**config.mk**
```make
export PLATFORM = sky130hd
export DESIGN_NAME = port_pin_mux
export DESIGN_NICKNAME = d
export VERILOG_FILES = /design/src/port_pkg.sv /design/src/port_pin_mux.sv
export SDC_FILE = /design/constraint.sdc
export NUM_CORES = 1
export LEC_CHECK = 0
export BUFFER_PORTS_ARGS = -buffer_cell sky130_fd_sc_hd__buf_4
export CAP_MARGIN = 20
export CORE_UTILIZATION = 35
export DETAILED_ROUTE_END_ITERATION = 10
export HOLD_SLACK_MARGIN = 0.05
export PLACE_DENSITY_LB_ADDON = 0.05
export SYNTH_ARGS = -nofsm -noshare
export SYNTH_HDL_FRONTEND = slang
export SYNTH_SLANG_ARGS = --single-unit
```
**constraint.sdc**
```tcl
create_clock -name clk_sys -period 3.1 [get_ports clk_sys]
set_input_delay 0.155 -clock clk_sys [delete_from_list [all_inputs] [get_ports clk_sys]]
set_output_delay 0.155 -clock clk_sys [all_outputs]
set_load 0.03 [all_outputs]
```
**src/port_pkg.sv**
```systemverilog
// constants for the open-drain port and pin multiplexing block
// assumes an apb master with 32-bit data and one clock for everything
package port_pkg;
    // pin vector layout: led 0-3, quad zero 4-7, quad one 8-11, dual 12-13
    localparam int          PIN_W         = 14;
    localparam int          LED_LO        = 0;
    localparam int          Q0_LO         = 4;
    localparam int          Q1_LO         = 8;
    localparam int          DUAL_LO       = 12;
    localparam int          TIMER_IO_IDX  = 10;
    localparam int          EXT_IRQ_IDX   = 11;
    localparam int          ANALOG0_IDX   = 12;
    localparam int          ANALOG1_IDX   = 13;
    // only these pins own pull-up and wakeup enables
    localparam logic [13:0] OPT_MASK      = 14'h3ffc;

    // register byte offsets
    localparam logic [7:0]  OFS_LED       = 8'h00;
    localparam logic [7:0]  OFS_QUAD0     = 8'h04;
    localparam logic [7:0]  OFS_QUAD1     = 8'h08;
    localparam logic [7:0]  OFS_DUAL      = 8'h0c;
    localparam logic [7:0]  OFS_PIN_IN    = 8'h10;
    localparam logic [7:0]  OFS_PULLUP    = 8'h14;
    localparam logic [7:0]  OFS_WAKE      = 8'h18;
    localparam logic [7:0]  OFS_CTRL      = 8'h1c;
    localparam logic [7:0]  OFS_ALIAS     = 8'h20;

    // control register fields
    localparam int          CTRL_TOUT_EN  = 0;
    localparam int          CTRL_TSEL     = 1;
    localparam int          CTRL_ANA_EN0  = 2;
    localparam int          CTRL_IRQ_GATE = 3;
    localparam int          CTRL_SKIP_LO  = 4;
    localparam int          CTRL_ANA_EN1  = 6;
    localparam int          CTRL_W        = 7;

    // values after reset: latches released, options off
    localparam logic [3:0]  LATCH4_RST    = 4'hf;
    localparam logic [1:0]  LATCH2_RST    = 2'h3;
    localparam logic [13:0] OPT_RST       = 14'h0000;
    localparam logic [6:0]  CTRL_RST      = 7'h00;

    typedef enum logic [1:0] {
        APB_IDLE = 2'b00,
        APB_RESP = 2'b01
    } apb_state_t;
endpackage

```
**src/port_pin_mux.sv**
```systemverilog
// open-drain parallel port block: led port, two quad ports, dual port, alias bits
// assumes pins arrive synchronous to clk_sys and an external pad resolves open drain
//
// The register addresses and the APB register port were chosen for this implementation.
module port_pin_mux (
    input  wire logic        clk_sys,
    input  wire logic        rst,
    input  wire logic        ce,
    input  wire logic        psel,
    input  wire logic        penable,
    input  wire logic        pwrite,
    input  wire logic [7:0]  paddr,
    input  wire logic [31:0] pwdata,
    output logic      [31:0] prdata,
    output logic             pready,
    output logic             pslverr,
    input  wire logic [13:0] pin_in,
    output logic      [13:0] pin_out,
    output logic      [13:0] pin_oe_n,
    output logic      [13:0] pullup_en,
    input  wire logic        timer1_uf,
    input  wire logic        timer2_uf,
    input  wire logic        ram_backup,
    output logic             skip,
    output logic             ext_irq,
    output logic             timer2_evt_clk,
    output logic             analog_sel0,
    output logic             analog_sel1,
    output logic             wake_req
);
    typedef struct packed {
        port_pkg::apb_state_t apb;
        logic [31:0]          rdata;
        logic                 ready;
        logic                 slverr;
        logic [3:0]           led_lat;
        logic [3:0]           q0_lat;
        logic [3:0]           q1_lat;
        logic [1:0]           dual_lat;
        logic [13:0]          pu;
        logic [13:0]          wk;
        logic [6:0]           ctrl;
        logic                 tog;
        logic [13:0]          pin_in_r;
        logic [13:0]          oe_n;
        logic                 skip;
        logic                 irq;
        logic                 evt;
        logic                 wake;
    } state_t;

    state_t s_r;
    state_t s_nxt;

    // address decode shared by the error answer and the write path
    function automatic logic is_mapped(input logic [7:0] a);
        case (a)
            port_pkg::OFS_LED,
            port_pkg::OFS_QUAD0,
            port_pkg::OFS_QUAD1,
            port_pkg::OFS_DUAL,
            port_pkg::OFS_PIN_IN,
            port_pkg::OFS_PULLUP,
            port_pkg::OFS_WAKE,
            port_pkg::OFS_CTRL,
            port_pkg::OFS_ALIAS: is_mapped = 1'b1;
            default:             is_mapped = 1'b0;
        endcase
    endfunction

    function automatic logic [31:0] read_word(input state_t s, input logic [7:0] a);
        case (a)
            port_pkg::OFS_LED:    read_word = {28'h0000000, s.led_lat};
            port_pkg::OFS_QUAD0:  read_word = {28'h0000000, s.q0_lat};
            port_pkg::OFS_QUAD1:  read_word = {28'h0000000, s.q1_lat};
            port_pkg::OFS_DUAL:   read_word = {30'h0, s.dual_lat};
            port_pkg::OFS_PIN_IN: read_word = {18'h0, s.pin_in_r};
            port_pkg::OFS_PULLUP: read_word = {18'h0, s.pu};
            port_pkg::OFS_WAKE:   read_word = {18'h0, s.wk};
            port_pkg::OFS_CTRL:   read_word = {25'h0, s.ctrl};
            port_pkg::OFS_ALIAS:  read_word = {30'h0, s.led_lat[3:2]};
            default:              read_word = 32'h00000000;
        endcase
    endfunction

    logic        wr_go;
    logic [13:0] lat_all;
    logic        tsel_uf;

    always_comb begin
        s_nxt   = s_r;
        wr_go   = 1'b0;
        lat_all = 14'h0000;
        tsel_uf = 1'b0;
        // apb: setup cycle loads the answer, access phase completes in one cycle
        case (s_r.apb)
            port_pkg::APB_IDLE: begin
                s_nxt.ready  = 1'b0;
                s_nxt.slverr = 1'b0;
                if (psel && !penable) begin
                    s_nxt.apb    = port_pkg::APB_RESP;
                    s_nxt.ready  = 1'b1;
                    s_nxt.slverr = ~is_mapped(paddr);
                    s_nxt.rdata  = pwrite ? 32'h00000000 : read_word(s_r, paddr);
                end
            end
            port_pkg::APB_RESP: begin
                if (psel && penable) begin
                    wr_go        = pwrite && is_mapped(paddr);
                    s_nxt.apb    = port_pkg::APB_IDLE;
                    s_nxt.ready  = 1'b0;
                    s_nxt.slverr = 1'b0;
                end
            end
            default: begin
                s_nxt.apb   = port_pkg::APB_IDLE;
                s_nxt.ready = 1'b0;
            end
        endcase

        if (wr_go) begin
            case (paddr)
                port_pkg::OFS_LED:    s_nxt.led_lat = pwdata[3:0];
                port_pkg::OFS_QUAD0:  s_nxt.q0_lat = pwdata[3:0];
                port_pkg::OFS_QUAD1:  s_nxt.q1_lat = pwdata[3:0];
                port_pkg::OFS_DUAL:   s_nxt.dual_lat = pwdata[1:0];
                // led bits 0 and 1 have no options, so their enables stay zero
                port_pkg::OFS_PULLUP: s_nxt.pu = pwdata[13:0] & port_pkg::OPT_MASK;
                port_pkg::OFS_WAKE:   s_nxt.wk = pwdata[13:0] & port_pkg::OPT_MASK;
                port_pkg::OFS_CTRL:   s_nxt.ctrl = pwdata[6:0];
                port_pkg::OFS_ALIAS:  s_nxt.led_lat[3:2] = pwdata[1:0];
                default: ;
            endcase
        end

        // timer output: divide the selected underflow by two
        tsel_uf = s_r.ctrl[port_pkg::CTRL_TSEL] ? timer2_uf : timer1_uf;
        if (s_r.ctrl[port_pkg::CTRL_TOUT_EN] && tsel_uf) begin
            s_nxt.tog = ~s_r.tog;
        end

        // a zero latch drives low; a one releases the pin
        lat_all = {s_nxt.dual_lat, s_nxt.q1_lat, s_nxt.q0_lat, s_nxt.led_lat};
        s_nxt.oe_n = lat_all;
        // timer output shares the pin latch: it only pulls low if the latch is one
        if (s_nxt.ctrl[port_pkg::CTRL_TOUT_EN]) begin
            s_nxt.oe_n[port_pkg::TIMER_IO_IDX] = lat_all[port_pkg::TIMER_IO_IDX] & s_nxt.tog;
        end

        // input path is never cut off by a shared function
        s_nxt.pin_in_r = pin_in;
        s_nxt.skip = ~pin_in[s_r.ctrl[port_pkg::CTRL_SKIP_LO +: 2]];
        s_nxt.evt  = pin_in[port_pkg::TIMER_IO_IDX];
        s_nxt.irq  = s_r.ctrl[port_pkg::CTRL_IRQ_GATE] & pin_in[port_pkg::EXT_IRQ_IDX];
        // wakeup covers the interrupt pin too through its own enable bit
        s_nxt.wake = ram_backup & (|(s_r.wk & ~pin_in));
    end

    always_ff @(posedge clk_sys or posedge rst) begin
        if (rst) begin
            s_r          <= '0;
            s_r.apb      <= port_pkg::APB_IDLE;
            s_r.led_lat  <= port_pkg::LATCH4_RST;
            s_r.q0_lat   <= port_pkg::LATCH4_RST;
            s_r.q1_lat   <= port_pkg::LATCH4_RST;
            s_r.dual_lat <= port_pkg::LATCH2_RST;
            s_r.pu       <= port_pkg::OPT_RST;
            s_r.wk       <= port_pkg::OPT_RST;
            s_r.ctrl     <= port_pkg::CTRL_RST;
            s_r.oe_n     <= 14'h3fff;
            s_r.pin_in_r <= 14'h3fff;
            s_r.tog      <= 1'b1;
        end else if (ce) begin
            s_r <= s_nxt;
        end
    end

    assign prdata         = s_r.rdata;
    assign pready         = s_r.ready;
    assign pslverr        = s_r.slverr;
    assign pin_out        = 14'h0000;
    assign pin_oe_n       = s_r.oe_n;
    assign pullup_en      = s_r.pu;
    assign skip           = s_r.skip;
    assign ext_irq        = s_r.irq;
    assign timer2_evt_clk = s_r.evt;
    assign analog_sel0    = s_r.ctrl[port_pkg::CTRL_ANA_EN0];
    assign analog_sel1    = s_r.ctrl[port_pkg::CTRL_ANA_EN1];
    assign wake_req       = s_r.wake;
endmodule

```
# After elaboration in Yosys (flattened, before gate mapping)
# Index checks and enable logic that the tools add are counted.
word_totals:
  ff_bits: 114
  in_bits: 63
  out_inout_bits: 82
  elab_cells: 84
op_classes:
  order_cmp: 1
  eq_ne: 11
  muxes: 28
  n_bitwise: 8
  reduce_logical: 17
ops:
  columns: ["op", "n"]
  rows:
  - ["14-bit one-hot mux with 9 select lines", 1]
  - ["49-bit two-way mux", 1]
  - ["36-bit two-way mux", 1]
  - ["8-bit by 5-bit equality test with 1-bit output (second input constant)", 4]
  - ["32-bit two-way mux", 1]
  - ["14-bit two-way mux", 2]
  - ["3-bit AND reduction", 6]
  - ["8-bit by 4-bit equality test with 1-bit output (second input constant)", 2]
  - ["14-bit bitwise AND", 1]
  - ["14-bit NOT", 1]
  - ["14-bit OR reduction", 1]
  - ["1-bit two-way mux", 11]
  - ["9-bit OR reduction", 1]
  - ["8-bit by 3-bit equality test with 1-bit output (second input constant)", 1]
  - ["8-bit by 6-bit equality test with 1-bit output (second input constant)", 1]
  - ["8-bit zero test", 1]
  - ["4-bit two-way mux", 2]
  - ["2-bit one-hot mux with 2 select lines", 2]
  - ["7-bit two-way mux", 1]
  - ["2-bit two-way mux", 3]
  - ["2-bit by 5-bit < comparator with 1-bit output (second input constant)", 1]
  - ["1-bit logical AND", 4]
  - ["2-bit != test (second input constant)", 2]
  - ["1-bit one-hot mux with 2 select lines", 2]
  - ["8 further kinds", 12]

# Longest topological paths before layout
# Gate-level depths: netlist (run 1).
depth:
  word_depth: 11
  depth_mapped: 7
  mapped_depth_nobuf: 4

# Least setup slack after synthesis (run 1)
# OpenSTA, ideal clock, no wires.
synth_path:
  kind: "input port to flip-flop"
  from: "in paddr[5]"
  to: "reg s_r, in the netlist pullup_en[10]"
  t_arrival_ns: 1.601
  t_required_ns: 2.975
  slack_ns: 1.374
  stages: 6
  path_buffers: 2
  cell_sequence: "buf_2 or4b_4 nor3_4 nand4_2 buf_6 mux2_4"
synth_via:
  elab_chain_cells: 9
synth_lines:
  columns: ["element", "line", "source"]
  rows:
  - ["start, declared", "port_pin_mux.sv:12", "input wire logic [7:0] paddr,"]
  - ["8-bit by 6-bit equality test with 1-bit output, or another cell as far along", "port_pin_mux.sv:57", "case (a)"]
  - ["9-bit OR reduction", "port_pin_mux.sv:57", null]
  - ["1-bit two-way mux", "port_pin_mux.sv:57", null]
  - ["1-bit two-way mux", "port_pin_mux.sv:108", "if (psel && penable) begin"]
  - ["1-bit two-way mux", "port_pin_mux.sv:96", "case (s_r.apb)"]
  - ["1-bit logical AND", "port_pin_mux.sv:109", "wr_go = pwrite && is_mapped(paddr);"]
  - ["1-bit two-way mux", "port_pin_mux.sv:108", null]
  - ["1-bit two-way mux", "port_pin_mux.sv:96", null]
  - ["3-bit AND reduction (no line) *", null, null]
  - ["end signal, assigned", "port_pin_mux.sv:174", "s_r <= s_nxt;"]
  - ["end, declared", "port_pin_mux.sv:52", "state_t s_r;"]
# Mark *: on every way between the ends. The rest lies on a longest branch, timed or not. The select of a mux whose other input is x is not followed.
# A chain may end at the register's enable or synchronous reset.

# Worst setup path after layout (run 1)
layout_path:
  from: "in penable"
  to: "reg s_r[47] (netlist name)"
layout_via:
  elab_chain_cells: 4
layout_lines:
  columns: ["element", "line", "source"]
  rows:
  - ["start, declared", "port_pin_mux.sv:10", "input wire logic penable,"]
  - ["1-bit logical AND", "port_pin_mux.sv:108", null]
  - ["1-bit two-way mux", "port_pin_mux.sv:108", null]
  - ["1-bit two-way mux", "port_pin_mux.sv:96", null]
  - ["3-bit AND reduction (no line)", null, null]
# No other way between the ends.

==> results by group, run 1 <==
Run status
  – Status: complete, no violations

Routing
  – Via count: just over 3000
  – Wire per inst: approximately 18 um
  – Drt pass-1 iters: 4
  – Initial DRC Count: 92
  – Post-route ant nets: 0
  – Drt drc: 0
  – Vias per cell: 4.76
  – WL final: 11200 um

Place
  – IO Port Bufs: 92
  – Placer's final routability congestion estimate: approximately 0.75
  – Detailed placement HPWL: between 7000 and 8000 um
  – Pre-CTS WS: 1010 ps

Logic synthesis
  – Post-synthesis sequential area ratio: 46.0%
  – Synth warn: 0
  – Post-synthesis register bit count: 82
  – Top cell type's share of synthesized area: ~29%
  – Syn_area_per_cell: about 12 um2
  – Synth Cell Area: approximately 4500 um2
  – Top-count cell post-synth: buf_4
  – Synth async-reset ratio: 100%
  – Post-synthesis cell count: 392
  – Yosys cell types: 46
  – Primary FF master, synth: dfrtp_1
  – Top post-synthesis cells by area: dfrtp_1 (29%), dfstp_2 (17%), mux2_2 (13%)
  – Post-synth top cells: buf_4 (74), dfrtp_1 (52), mux2_2 (51)
  – Leading area contributor after synthesis: dfrtp_1
  – EDFF count, synth: 0

Timing
  – Tmin final: a little over 2000 ps
  – Final slew viol count: 0
  – Setup TNS: 0 ps
  – Least-Margin Pin Slew: around 650 ps
  – Number of hold violations in the final report: 0
  – Setup Skew: a little under 5 ps
  – Max frequency: about 0.5 GHz
  – Max_slew headroom: 56.5%
  – Setup violations, final: 0
  – Final period util: between 60% and 70%
  – Unrepaired setup endpoints after global routing: no
  – Post-route setup slack: between 1000 and 1500 ps

Critical path
  – Data arrival, critical path: roughly 2200 ps
  – Crit path cell chain: dlygate4sd3_1 -> buf_4 -> nand4_1 -> nor3_4 -> nand2_1 -> mux2_2
  – CP max FO: 12
  – CP peak stage delay: roughly 530 ps
  – Worst Path Required: roughly 3300 ps
  – Critical path endpoint category: flip-flop
  – R2r setup slk: 1100 ps
  – WS Path Type: primary input to flip-flop
  – Slowest-stage cell, CP: dlygate4sd3_1
  – CP Launch Type: primary input

Die
  – Ports: 145
  – Floorplan core area: about 13000 um2
  – Initial Util: a little over a third
  – # rows: 41
  – Die Footprint: 13400 um2
  – Width of the die: 116 um
  – Chip Height: around 120 um

Final layout
  – Share of cells above drive strength 1: 47.1%
  – Synth-to-Final Area Change: 19.9%
  – Nets: 523
  – Antenna cells: 0

Power and ir drop
  – Int Pwr: roughly 1900 uW
  – Leak: 0.00259 uW
  – Logic pwr share: approximately 12%
  – Sequential share of power: around 45%
  – Clock share of power: 42.6%
  – Net switching power: between 600 and 700 uW
  – Worst vdd ir: 0.221 mV
  – Pwr dens: 463 nW/um2
  – Switching share of power: between 20% and 30%
  – Overall power: between 2000 and 3000 uW

Clocking
  – Clock slew at reported path FFs: approximately 60 ps
  – CTS buffer count: 9
  – CTS root buf: clkbuf_16
  – Clk Latency, worst-skew pair: around 340 ps
  – Bufs on Longest Clock Path: 2
  – CTS tree: done
  – Htree depth: 3
  – Post-CTS Setup Inserts: 0
  – Sinks on Clock Net: 82

Flow run
  – MaxCap Viol Count: 0

GRT
  – First-pass GRT wire length: 17800 um
  – Largest net degree at the start of global routing: 33
  – GR Util All Layers: around 18%
  – Vias in the first global route: 3078
  – Initial antenna violation count: 0
  – GRT overflow: 0

Hold path
  – HP Class: primary input to flip-flop
==> final timing paths <==
check                      startpoint           end  cells after the start
max                           penable       s_r[47]                      6
min                         pwdata[6]  pullup_en[6]                      2
max reg2reg                  s_r[116]       s_r[47]                      4
min reg2reg                   s_r[28]       s_r[28]                      2
max in group asynchronous         rst   pin_oe_n[7]                      4
min in group asynchronous         rst  pullup_en[6]                      3
==> flip-flops by register name (all words and copies together) (netlist names), 4 cells and up <==
register   flops
pullup_en     12
pin_oe_n       4
s_r           44
prdata        14
==> cells in the final DEF (no fill, tap or decap), types with 3 or more instances in the layout <==
| cell | instances |
|---|---|
| buf_4 | 99 |
| dfrtp_1 | 52 |
| mux2_2 | 51 |
| conb_1 | 34 |
| dfstp_2 | 30 |
| nand2_1 | 26 |
| o21ai_0 | 16 |
| dlygate4sd3_1 | 16 |
| mux2i_1 | 14 |
| nand2b_1 | 12 |
| mux2_4 | 10 |
| a22o_1 | 10 |
| clkbuf_16 | 9 |
| inv_1 | 8 |
| nor3_1 | 6 |
| mux4_2 | 6 |
| nor2_1 | 5 |
| a21oi_1 | 5 |
| or3_1 | 4 |
| nor4_1 | 4 |
| nand3_1 | 4 |
| clkinv_2 | 4 |
| o2111ai_1 | 3 |
| and3_1 | 3 |
| nor3b_1 | 3 |
==> area by class of cell <==
cell class / count / area (um2)
clock buffer: 9 / 225
tap: 172 / 215
timing repair buffer: 115 / 903
sequential: 82 / 2090
fill: 1246 / 7170
clock inverter: 7 / 70.1
multi-input combinational: 243 / 1910
inverter: 9 / 35.0
==> power by group through the flow <==
stage	Sequential, uW	Combinational, uW	Clock [uW]
floorplan	1170	208	0
global placement	1160	295	0
detailed placement	1160	296	0
CTS	1140	314	1100
global route	1140	340	1140
finish	1140	309	1070
==> cells by family after synthesis <==
family | after synthesis | synth area share [%]
buffers and inverters | 100 | 14.7
flip-flops | 82 | 46.0
multiplexers | 81 | 22.0
AND/OR/NAND/NOR | 81 | 10.0
AO/OA/AOI/OAI | 45 | 6.75
XOR/XNOR | 2 | 0.386
other | 1 | 0.0826
==> worst max-delay path: cells and delay by family <==
kind	cells	cell delay (ps)
mux	1	430
simple gates	3	1000
buf+inv	2	650
==> per-stage QoR <==
stage / hold WS (ps) / cells / area (um2) / utilization [%]
6_report: 59.5 / 637 / 5450 / 43.1
3_5_place_dp: 179 / 605 / 4990 / 39.5
4_1_cts: 50.1 / 637 / 5450 / 43.1
3_3_place_gp: 169 / 605 / 4990 / 39.5
2_1_floorplan: 259 / 425 / 4660 / -
5_1_grt: 58.7 / 637 / 5450 / 43.1
==> metal layers <==
layer  share of wire [%]  up-vias  global-route usage (%)
li1                    -     1409                       -
met1                  48     1530                    25.5
met2                  47       81                    28.4
met3                 3.4       11                    3.09
met4                 1.7        0                    7.44
met5                   0        -                       0
==> what timing repair did <==
action                    in CTS  in global routing
gates resized for setup        0                  0
hold endpoints to repair      37                  0
hold buffers                  16                  0
(Power assumes the default switching activity.)
==> run 2, diff against run 1 <==
clock period = 1.9 ns   (was 3.1 ns; I/O delays follow)
==> results by group, run 2 (synthesis gave the netlist of run 1 again) <==
Run status
  – Status: complete, no violations (unchanged)

Final layout
  – Most flops, register: s_r (unchanged)
  – Max reg flops: 44 (unchanged)
  – Most frequent standard cell in the layout excluding fill and tap cells: buf_4 (unchanged)
  – Nets: 548 (was 523)
  – Antenna cells: 0 (unchanged)
  – Synth-to-Final Area Change: 25.7% (was 19.9%)
  – Design Area, Final: 5710 um2 (was 5450 um2)
  – Share of cells above drive strength 1: 46.5% (was 47.1%)
  – Commonest cells after routing, fill and taps aside: buf_4 (107), dfrtp_1 (52), mux2_2 (51) (was buf_4 (99), dfrtp_1 (52), mux2_2 (51))

Clocking
  – Bufs on Longest Clock Path: 2 (unchanged)
  – CTS tree: done (unchanged)
  – CTS root buf: clkbuf_16 (unchanged)
  – Sinks on Clock Net: 82 (unchanged)
  – Htree depth: 3 (unchanged)
  – Clock slew at reported path FFs: 60 ps (about the same)
  – CTS buffer count: 9 (unchanged)
  – Clk Latency, worst-skew pair: 340 ps (about the same)

GRT
  – GR Util All Layers: 17.8% (was 18.3%)
  – First-pass GRT wire length: 17400 um (was 17800 um)
  – Largest net degree at the start of global routing: 83 (was 33)
  – Vias in the first global route: 3096 (was 3078)
  – GRT overflow: 0 (unchanged)
  – Initial antenna violation count: 0 (unchanged)

Timing
  – Number of hold violations in the final report: 0 (unchanged)
  – Setup Skew: 6.08 ps (was 4.85 ps)
  – Setup violations, final: 0 (unchanged)
  – Setup TNS: 0 ps (unchanged)
  – Tmin final: roughly 1700 ps
  – Final slew viol count: 0 (unchanged)
  – Final period util: 91.6%
  – Max frequency: roughly 0.57 GHz
  – Unrepaired setup endpoints after global routing: no (unchanged)

Routing
  – Post-route ant nets: 0 (unchanged)
  – Wire per inst: 16.9 um (was 17.6 um)
  – Drt pass-1 iters: 4 (unchanged)
  – Via count: 3118 (was 3031)
  – WL final: 11200 um (about the same)
  – Vias per cell: 4.71 (was 4.76)
  – Drt drc: 0 (unchanged)
  – Initial DRC Count: 139 (was 92)

Place
  – Placer's final routability congestion estimate: 0.836 (was 0.750)
  – Area post-placement: 5100 um2 (was 4990 um2)
  – Detailed placement HPWL: 7890 um (was 7800 um)
  – IO Port Bufs: 92 (unchanged)

Flow run
  – MaxCap Viol Count: 0 (unchanged)

Critical path
  – Slowest-stage cell, CP: dlygate4sd3_1 (unchanged)
  – CP Launch Type: primary input (unchanged)
  – Crit path cell chain: dlygate4sd3_1 -> buf_4 -> nand4bb_1 -> buf_4 -> and2_1 -> a221o_1 (was dlygate4sd3_1 -> buf_4 -> nand4_1 -> nor3_4 -> nand2_1 -> mux2_2)
  – CP peak stage delay: 530 ps (about the same)
  – Critical path endpoint category: flip-flop (unchanged)
  – CP max FO: 13 (was 12)
  – R2r setup slk: 160 ps (was 1100 ps)
  – R2R Path End: prdata[2] (was s_r[47])
  – Data arrival, critical path: 1960 ps (was 2240 ps)
  – Reg-to-reg startpoint: s_r[116] (unchanged)
  – Worst R2R Path Depth: 4 (unchanged)
  – Crit-path most repeated cell: buf_4
  – Worst Path Required: 2120 ps (was 3330 ps)
  – WS Path Type: primary input to flip-flop (unchanged)

Hold path
  – Hold path startpoint: pwdata[3] (was pwdata[6])
  – HP Class: primary input to flip-flop (unchanged)
  – Hold EP: pullup_en[3] (was pullup_en[6])
  – Hold Crit Depth: 2 (unchanged)

Die
  – Initial Util: 36.0% (unchanged)
  – Width of the die: 116 um (unchanged)
  – Die Footprint: 13400 um2 (unchanged)
  – Ports: 145 (unchanged)
  – Chip Height: 116 um (unchanged)
  – # rows: 41 (unchanged)
  – Floorplan core area: 12600 um2 (unchanged)

Power and ir drop
  – Pwr dens: 721 nW/um2 (was 463 nW/um2)
  – Leak: 0.00271 uW (was 0.00259 uW)
  – Worst vdd ir: 0.334 mV (was 0.221 mV)
## run 2: cell count changes in the layout (fill, tap and decap cells not counted), sizes merged
cell / delta
clkinv: -5
clkbuf: +3
inv: +1
clkinvlp: +1
buf: +11
dlygate4sd3: +14
## run 2: how the worst max path moves through the flow
stage	start	to	slack (ps)	cells past startpoint
2_1_floorplan	paddr[5]	pullup_en[10]	230	6
3_3_place_gp	s_r[116]	s_r[78]	50	4
3_5_place_dp	s_r[116]	s_r[78]	40	4
4_1_cts	s_r[116]	s_r[78]	20	4
5_1_grt	s_r[116]	prdata[0]	80	4
6_report	penable	prdata[2]	160	6
## run 2: layout make-up
| cell class | instances | area, um2 |
|---|---|---|
| flip-flops and latches | 82 | 2090 |
| clock inverters | 4 | 51.3 |
| repair buffers | 140 | 1160 |
| inverters | 9 | 37.5 |
| well taps | 172 | 215 |
| multi-input cells | 243 | 1910 |
| clock buffers | 12 | 236 |
| fillers | 1226 | 6910 |
## run 2: routing by layer
layer	GRT usage, %	vias up	share of wire [%]
li1	-	1458	-
met1	23.7	1566	48
met2	28.5	82	48
met3	3.09	12	3.0
met4	7.52	0	1.6
met5	0	-	0
## run 2: per-stage QoR
stage	cells	util [%]	hold WS (ps)	power, uW	setup slack [ps]
final	662	45.2	61.0	4110	159
after global routing	662	45.2	58.7	4300	77.4
after CTS	661	45.1	55.1	4180	17.0
after detailed placement	615	40.5	266	2380	40.6
after global placement	615	40.5	263	2370	46.9
after floorplan	425	-	199	2240	234
## run 2: worst max-delay path: cells and delay by family
kind	cells	cell delay (ps)
buffers and inverters	3	1020
AND/OR/NAND/NOR	2	580
AO/OA/AOI/OAI	1	260
## run 2: where the power goes
| part | internal [uW] | switching (uW) |
|---|---|---|
| Clock | 1020 | 694 |
| Combinational | 223 | 314 |
| Sequential | 1830 | 30.6 |
| Total | 3070 | 1040 |
## run 2: repair_timing
action	in CTS	in global routing
endpoints found under the setup margin	0	18
resized for setup	0	2
hold buffers	30	0
setup buffers	0	1
hold endpoints to repair	99	0
==> run 3, diff against run 2 <==
GPL_TIMING_DRIVEN = 0   (was not set)
PLACE_DENSITY_LB_ADDON = 0.25   (was 0.05)
SETUP_SLACK_MARGIN = 0.2   (was not set)
==> results by group, run 3 (synthesis gave the netlist of run 1 again) <==
Critical path
  – Reg-to-reg startpoint: s_r[116] (unchanged)
  – R2r setup slk: 190 ps (was 160 ps)
  – Worst R2R Path Depth: 5 (was 4)
  – R2R Path End: pin_oe_n[10] (was prdata[2])
  – Data arrival, critical path: 1950 ps (was 1960 ps)
  – Worst setup path start: s_r[116] (was penable)
  – WS Path Type: flip-flop to flip-flop (was primary input to flip-flop)
  – Worst Path Required: 2140 ps (was 2120 ps)
  – Critical path endpoint category: flip-flop (unchanged)
  – CP Launch Type: flip-flop (was primary input)
  – CP Capture Point: pin_oe_n[10] (was prdata[2])
  – CP max FO: 5 (was 13)

GRT
  – GR Util met2: 30.4% (was 28.5%)
  – First-pass GRT wire length: 17800 um (was 17400 um)
  – GR Util All Layers: 18.0% (was 17.8%)
  – Initial antenna violation count: 0 (unchanged)
  – Busiest layer in global routing: met2 (unchanged)
  – Met3 Resource Use GR: 3.19% (was 3.09%)
  – Vias in the first global route: 3297 (was 3096)
  – Largest net degree at the start of global routing: 31 (was 83)
  – GRT overflow: 0 (unchanged)
  – Grt met1 use: 23.0% (was 23.7%)

Run status
  – Status: complete, no violations (unchanged)

Power and ir drop
  – Net switching power: 1050 uW (was 1040 uW)
  – Worst vdd ir: 0.379 mV (was 0.334 mV)
  – Clock share of power: 42.5% (was 41.7%)
  – Int Pwr: 3260 uW (was 3070 uW)
  – Pwr dens: 685 nW/um2 (was 721 nW/um2)
  – Leak: 0.00310 uW (was 0.00271 uW)
  – Sequential share of power: 43.2% (was 45.2%)
  – Logic pwr share: 14.3% (was 13.1%)
  – Switching share of power: 24.3% (was 25.3%)

Clocking
  – CTS tree: done (unchanged)
  – CTS buffer count: 9 (unchanged)
  – CTS root buf: clkbuf_16 (unchanged)
  – Bufs on Longest Clock Path: 2 (unchanged)
  – Htree depth: 3 (unchanged)
  – Sinks on Clock Net: 82 (unchanged)
  – Clock slew at reported path FFs: 60 ps (about the same)
  – Clk Latency, worst-skew pair: 330 ps (was 340 ps)

Final layout
  – Max reg flops: 44 (unchanged)
  – Design Area, Final: 6290 um2 (was 5710 um2)
  – Most frequent standard cell in the layout excluding fill and tap cells: buf_4 (unchanged)
  – Share of cells above drive strength 1: 54.3% (was 46.5%)
  – Most flops, register: s_r (unchanged)
  – Nets: 623 (was 548)
  – Antenna cells: 0 (unchanged)
  – Commonest cells after routing, fill and taps aside: buf_4 (170), dfrtp_1 (52), mux2_2 (51) (was buf_4 (107), dfrtp_1 (52), mux2_2 (51))
  – Synth-to-Final Area Change: 38.4% (was 25.7%)

Place
  – IO Port Bufs: 90 (was 92)
  – Area post-placement: 5600 um2 (was 5100 um2)
  – Detailed placement HPWL: 8540 um (was 7890 um)
  – Placer's final routability congestion estimate: 0.883 (was 0.836)
  – Pre-CTS WS: -77.5 ps (was 40.6 ps)

Routing
  – Drt pass-1 iters: 4 (unchanged)
  – Initial DRC Count: 151 (was 139)
  – Vias per cell: 4.68 (was 4.71)
  – Wire per inst: 15.9 um (was 16.9 um)
  – Post-route ant nets: 0 (unchanged)
  – Via count: 3448 (was 3118)
  – WL final: 11700 um (was 11200 um)
  – Drt drc: 0 (unchanged)

Timing
  – Setup violations, final: 0 (unchanged)
  – Post-route setup slack: 189 ps (was 159 ps)
  – Unrepaired setup endpoints after global routing: yes (was no)
  – Tmin final: 1710 ps (was 1740 ps)
  – Setup Skew: 8.58 ps (was 6.08 ps)
  – Number of hold violations in the final report: 0 (unchanged)
  – Max frequency: 0.584 GHz (was 0.574 GHz)
  – Least-Margin Pin Slew: approximately 710 ps
  – Max_slew headroom: roughly 53%
  – Final slew viol count: 0 (unchanged)
  – Final period util: 90.1% (was 91.6%)

Die
  – Width of the die: 116 um (unchanged)
  – Chip Height: 116 um (unchanged)
  – Floorplan core area: 12600 um2 (unchanged)
  – Ports: 145 (unchanged)
  – # rows: 41 (unchanged)
  – Die Footprint: 13400 um2 (unchanged)
  – Initial Util: 36.0% (unchanged)

Flow run
  – MaxCap Viol Count: 0 (unchanged)

Hold path
  – HP Class: primary input to flip-flop (unchanged)
==> run 3: cell types whose count changed in the layout (fill, tap and decap cells not counted), sizes merged <==
cell | previous run | this run
bufinv | 1 | 2
inv | 9 | 8
clkbuf | 12 | 21
dlygate4sd3 | 30 | 28
buf | 110 | 177
clkinv | 1 | 2
==> run 3: critical path: stages (launching register included) <==
cell and delay (ps):
dfrtp_1 380, nand4_1 100, buf_4 170, nor4_2 330, mux2_2 390, a311oi_2 260
==> run 3: worst min-delay path by stage <==
stage	from	to	slack (ps)	cells past startpoint
finish	pwdata[2]	analog_sel0	60	2
floorplan	penable	s_r[116]	200	1
global placement	penable	s_r[116]	310	2
global route	pwdata[3]	pullup_en[3]	50	2
detailed placement	rst	pullup_en[13]	220	2
CTS	pwdata[3]	pullup_en[3]	50	2
==> run 3: power by group through the flow <==
stage          Clock, uW  Sequential (uW)  Combinational, uW
6_report            1830             1860                614
5_1_grt             1950             1860                662
4_1_cts             1870             1860                610
3_5_place_dp           0             1890                551
3_3_place_gp           0             1890                531
2_1_floorplan          0             1900                340
==> run 3: timing repair <==
action	4_1_cts	5_1_grt
pin swaps	2	1
buffers inserted	3	1
endpoints found under the setup margin	51	48
endpoints found under the hold margin	63	0
hold buffers	28	0
resized for setup	9	12
==> run 3: through the flow <==
step	TNS, ps	instances	util (%)	hold slack, ps	total power, uW
3_3_place_gp	-165	687	44.1	310	2420
4_1_cts	0	736	49.5	50.4	4340
5_1_grt	0	737	49.8	54.1	4480
3_5_place_dp	-312	689	44.4	215	2440
2_1_floorplan	0	425	-	199	2240
6_report	0	737	49.8	58.8	4300
==> run 3: area by class of cell <==
type                       count  area, um2
clock buffer                  11        233
tap                          172        215
timing repair buffer         124       1030
multi-input combinational    243       1950
buffer                        91        654
clock inverter                 5       81.3
inverter                       9       37.5
fill                        1184       6330
sequential                    82       2090
==> run 3: routing by layer <==
| metal | share of wire [%] | vias up |
|---|---|---|
| li1 | - | 1614 |
| met1 | 43 | 1703 |
| met2 | 50 | 114 |
| met3 | 4.6 | 17 |
| met4 | 1.8 | 0 |
| met5 | 0 | - |
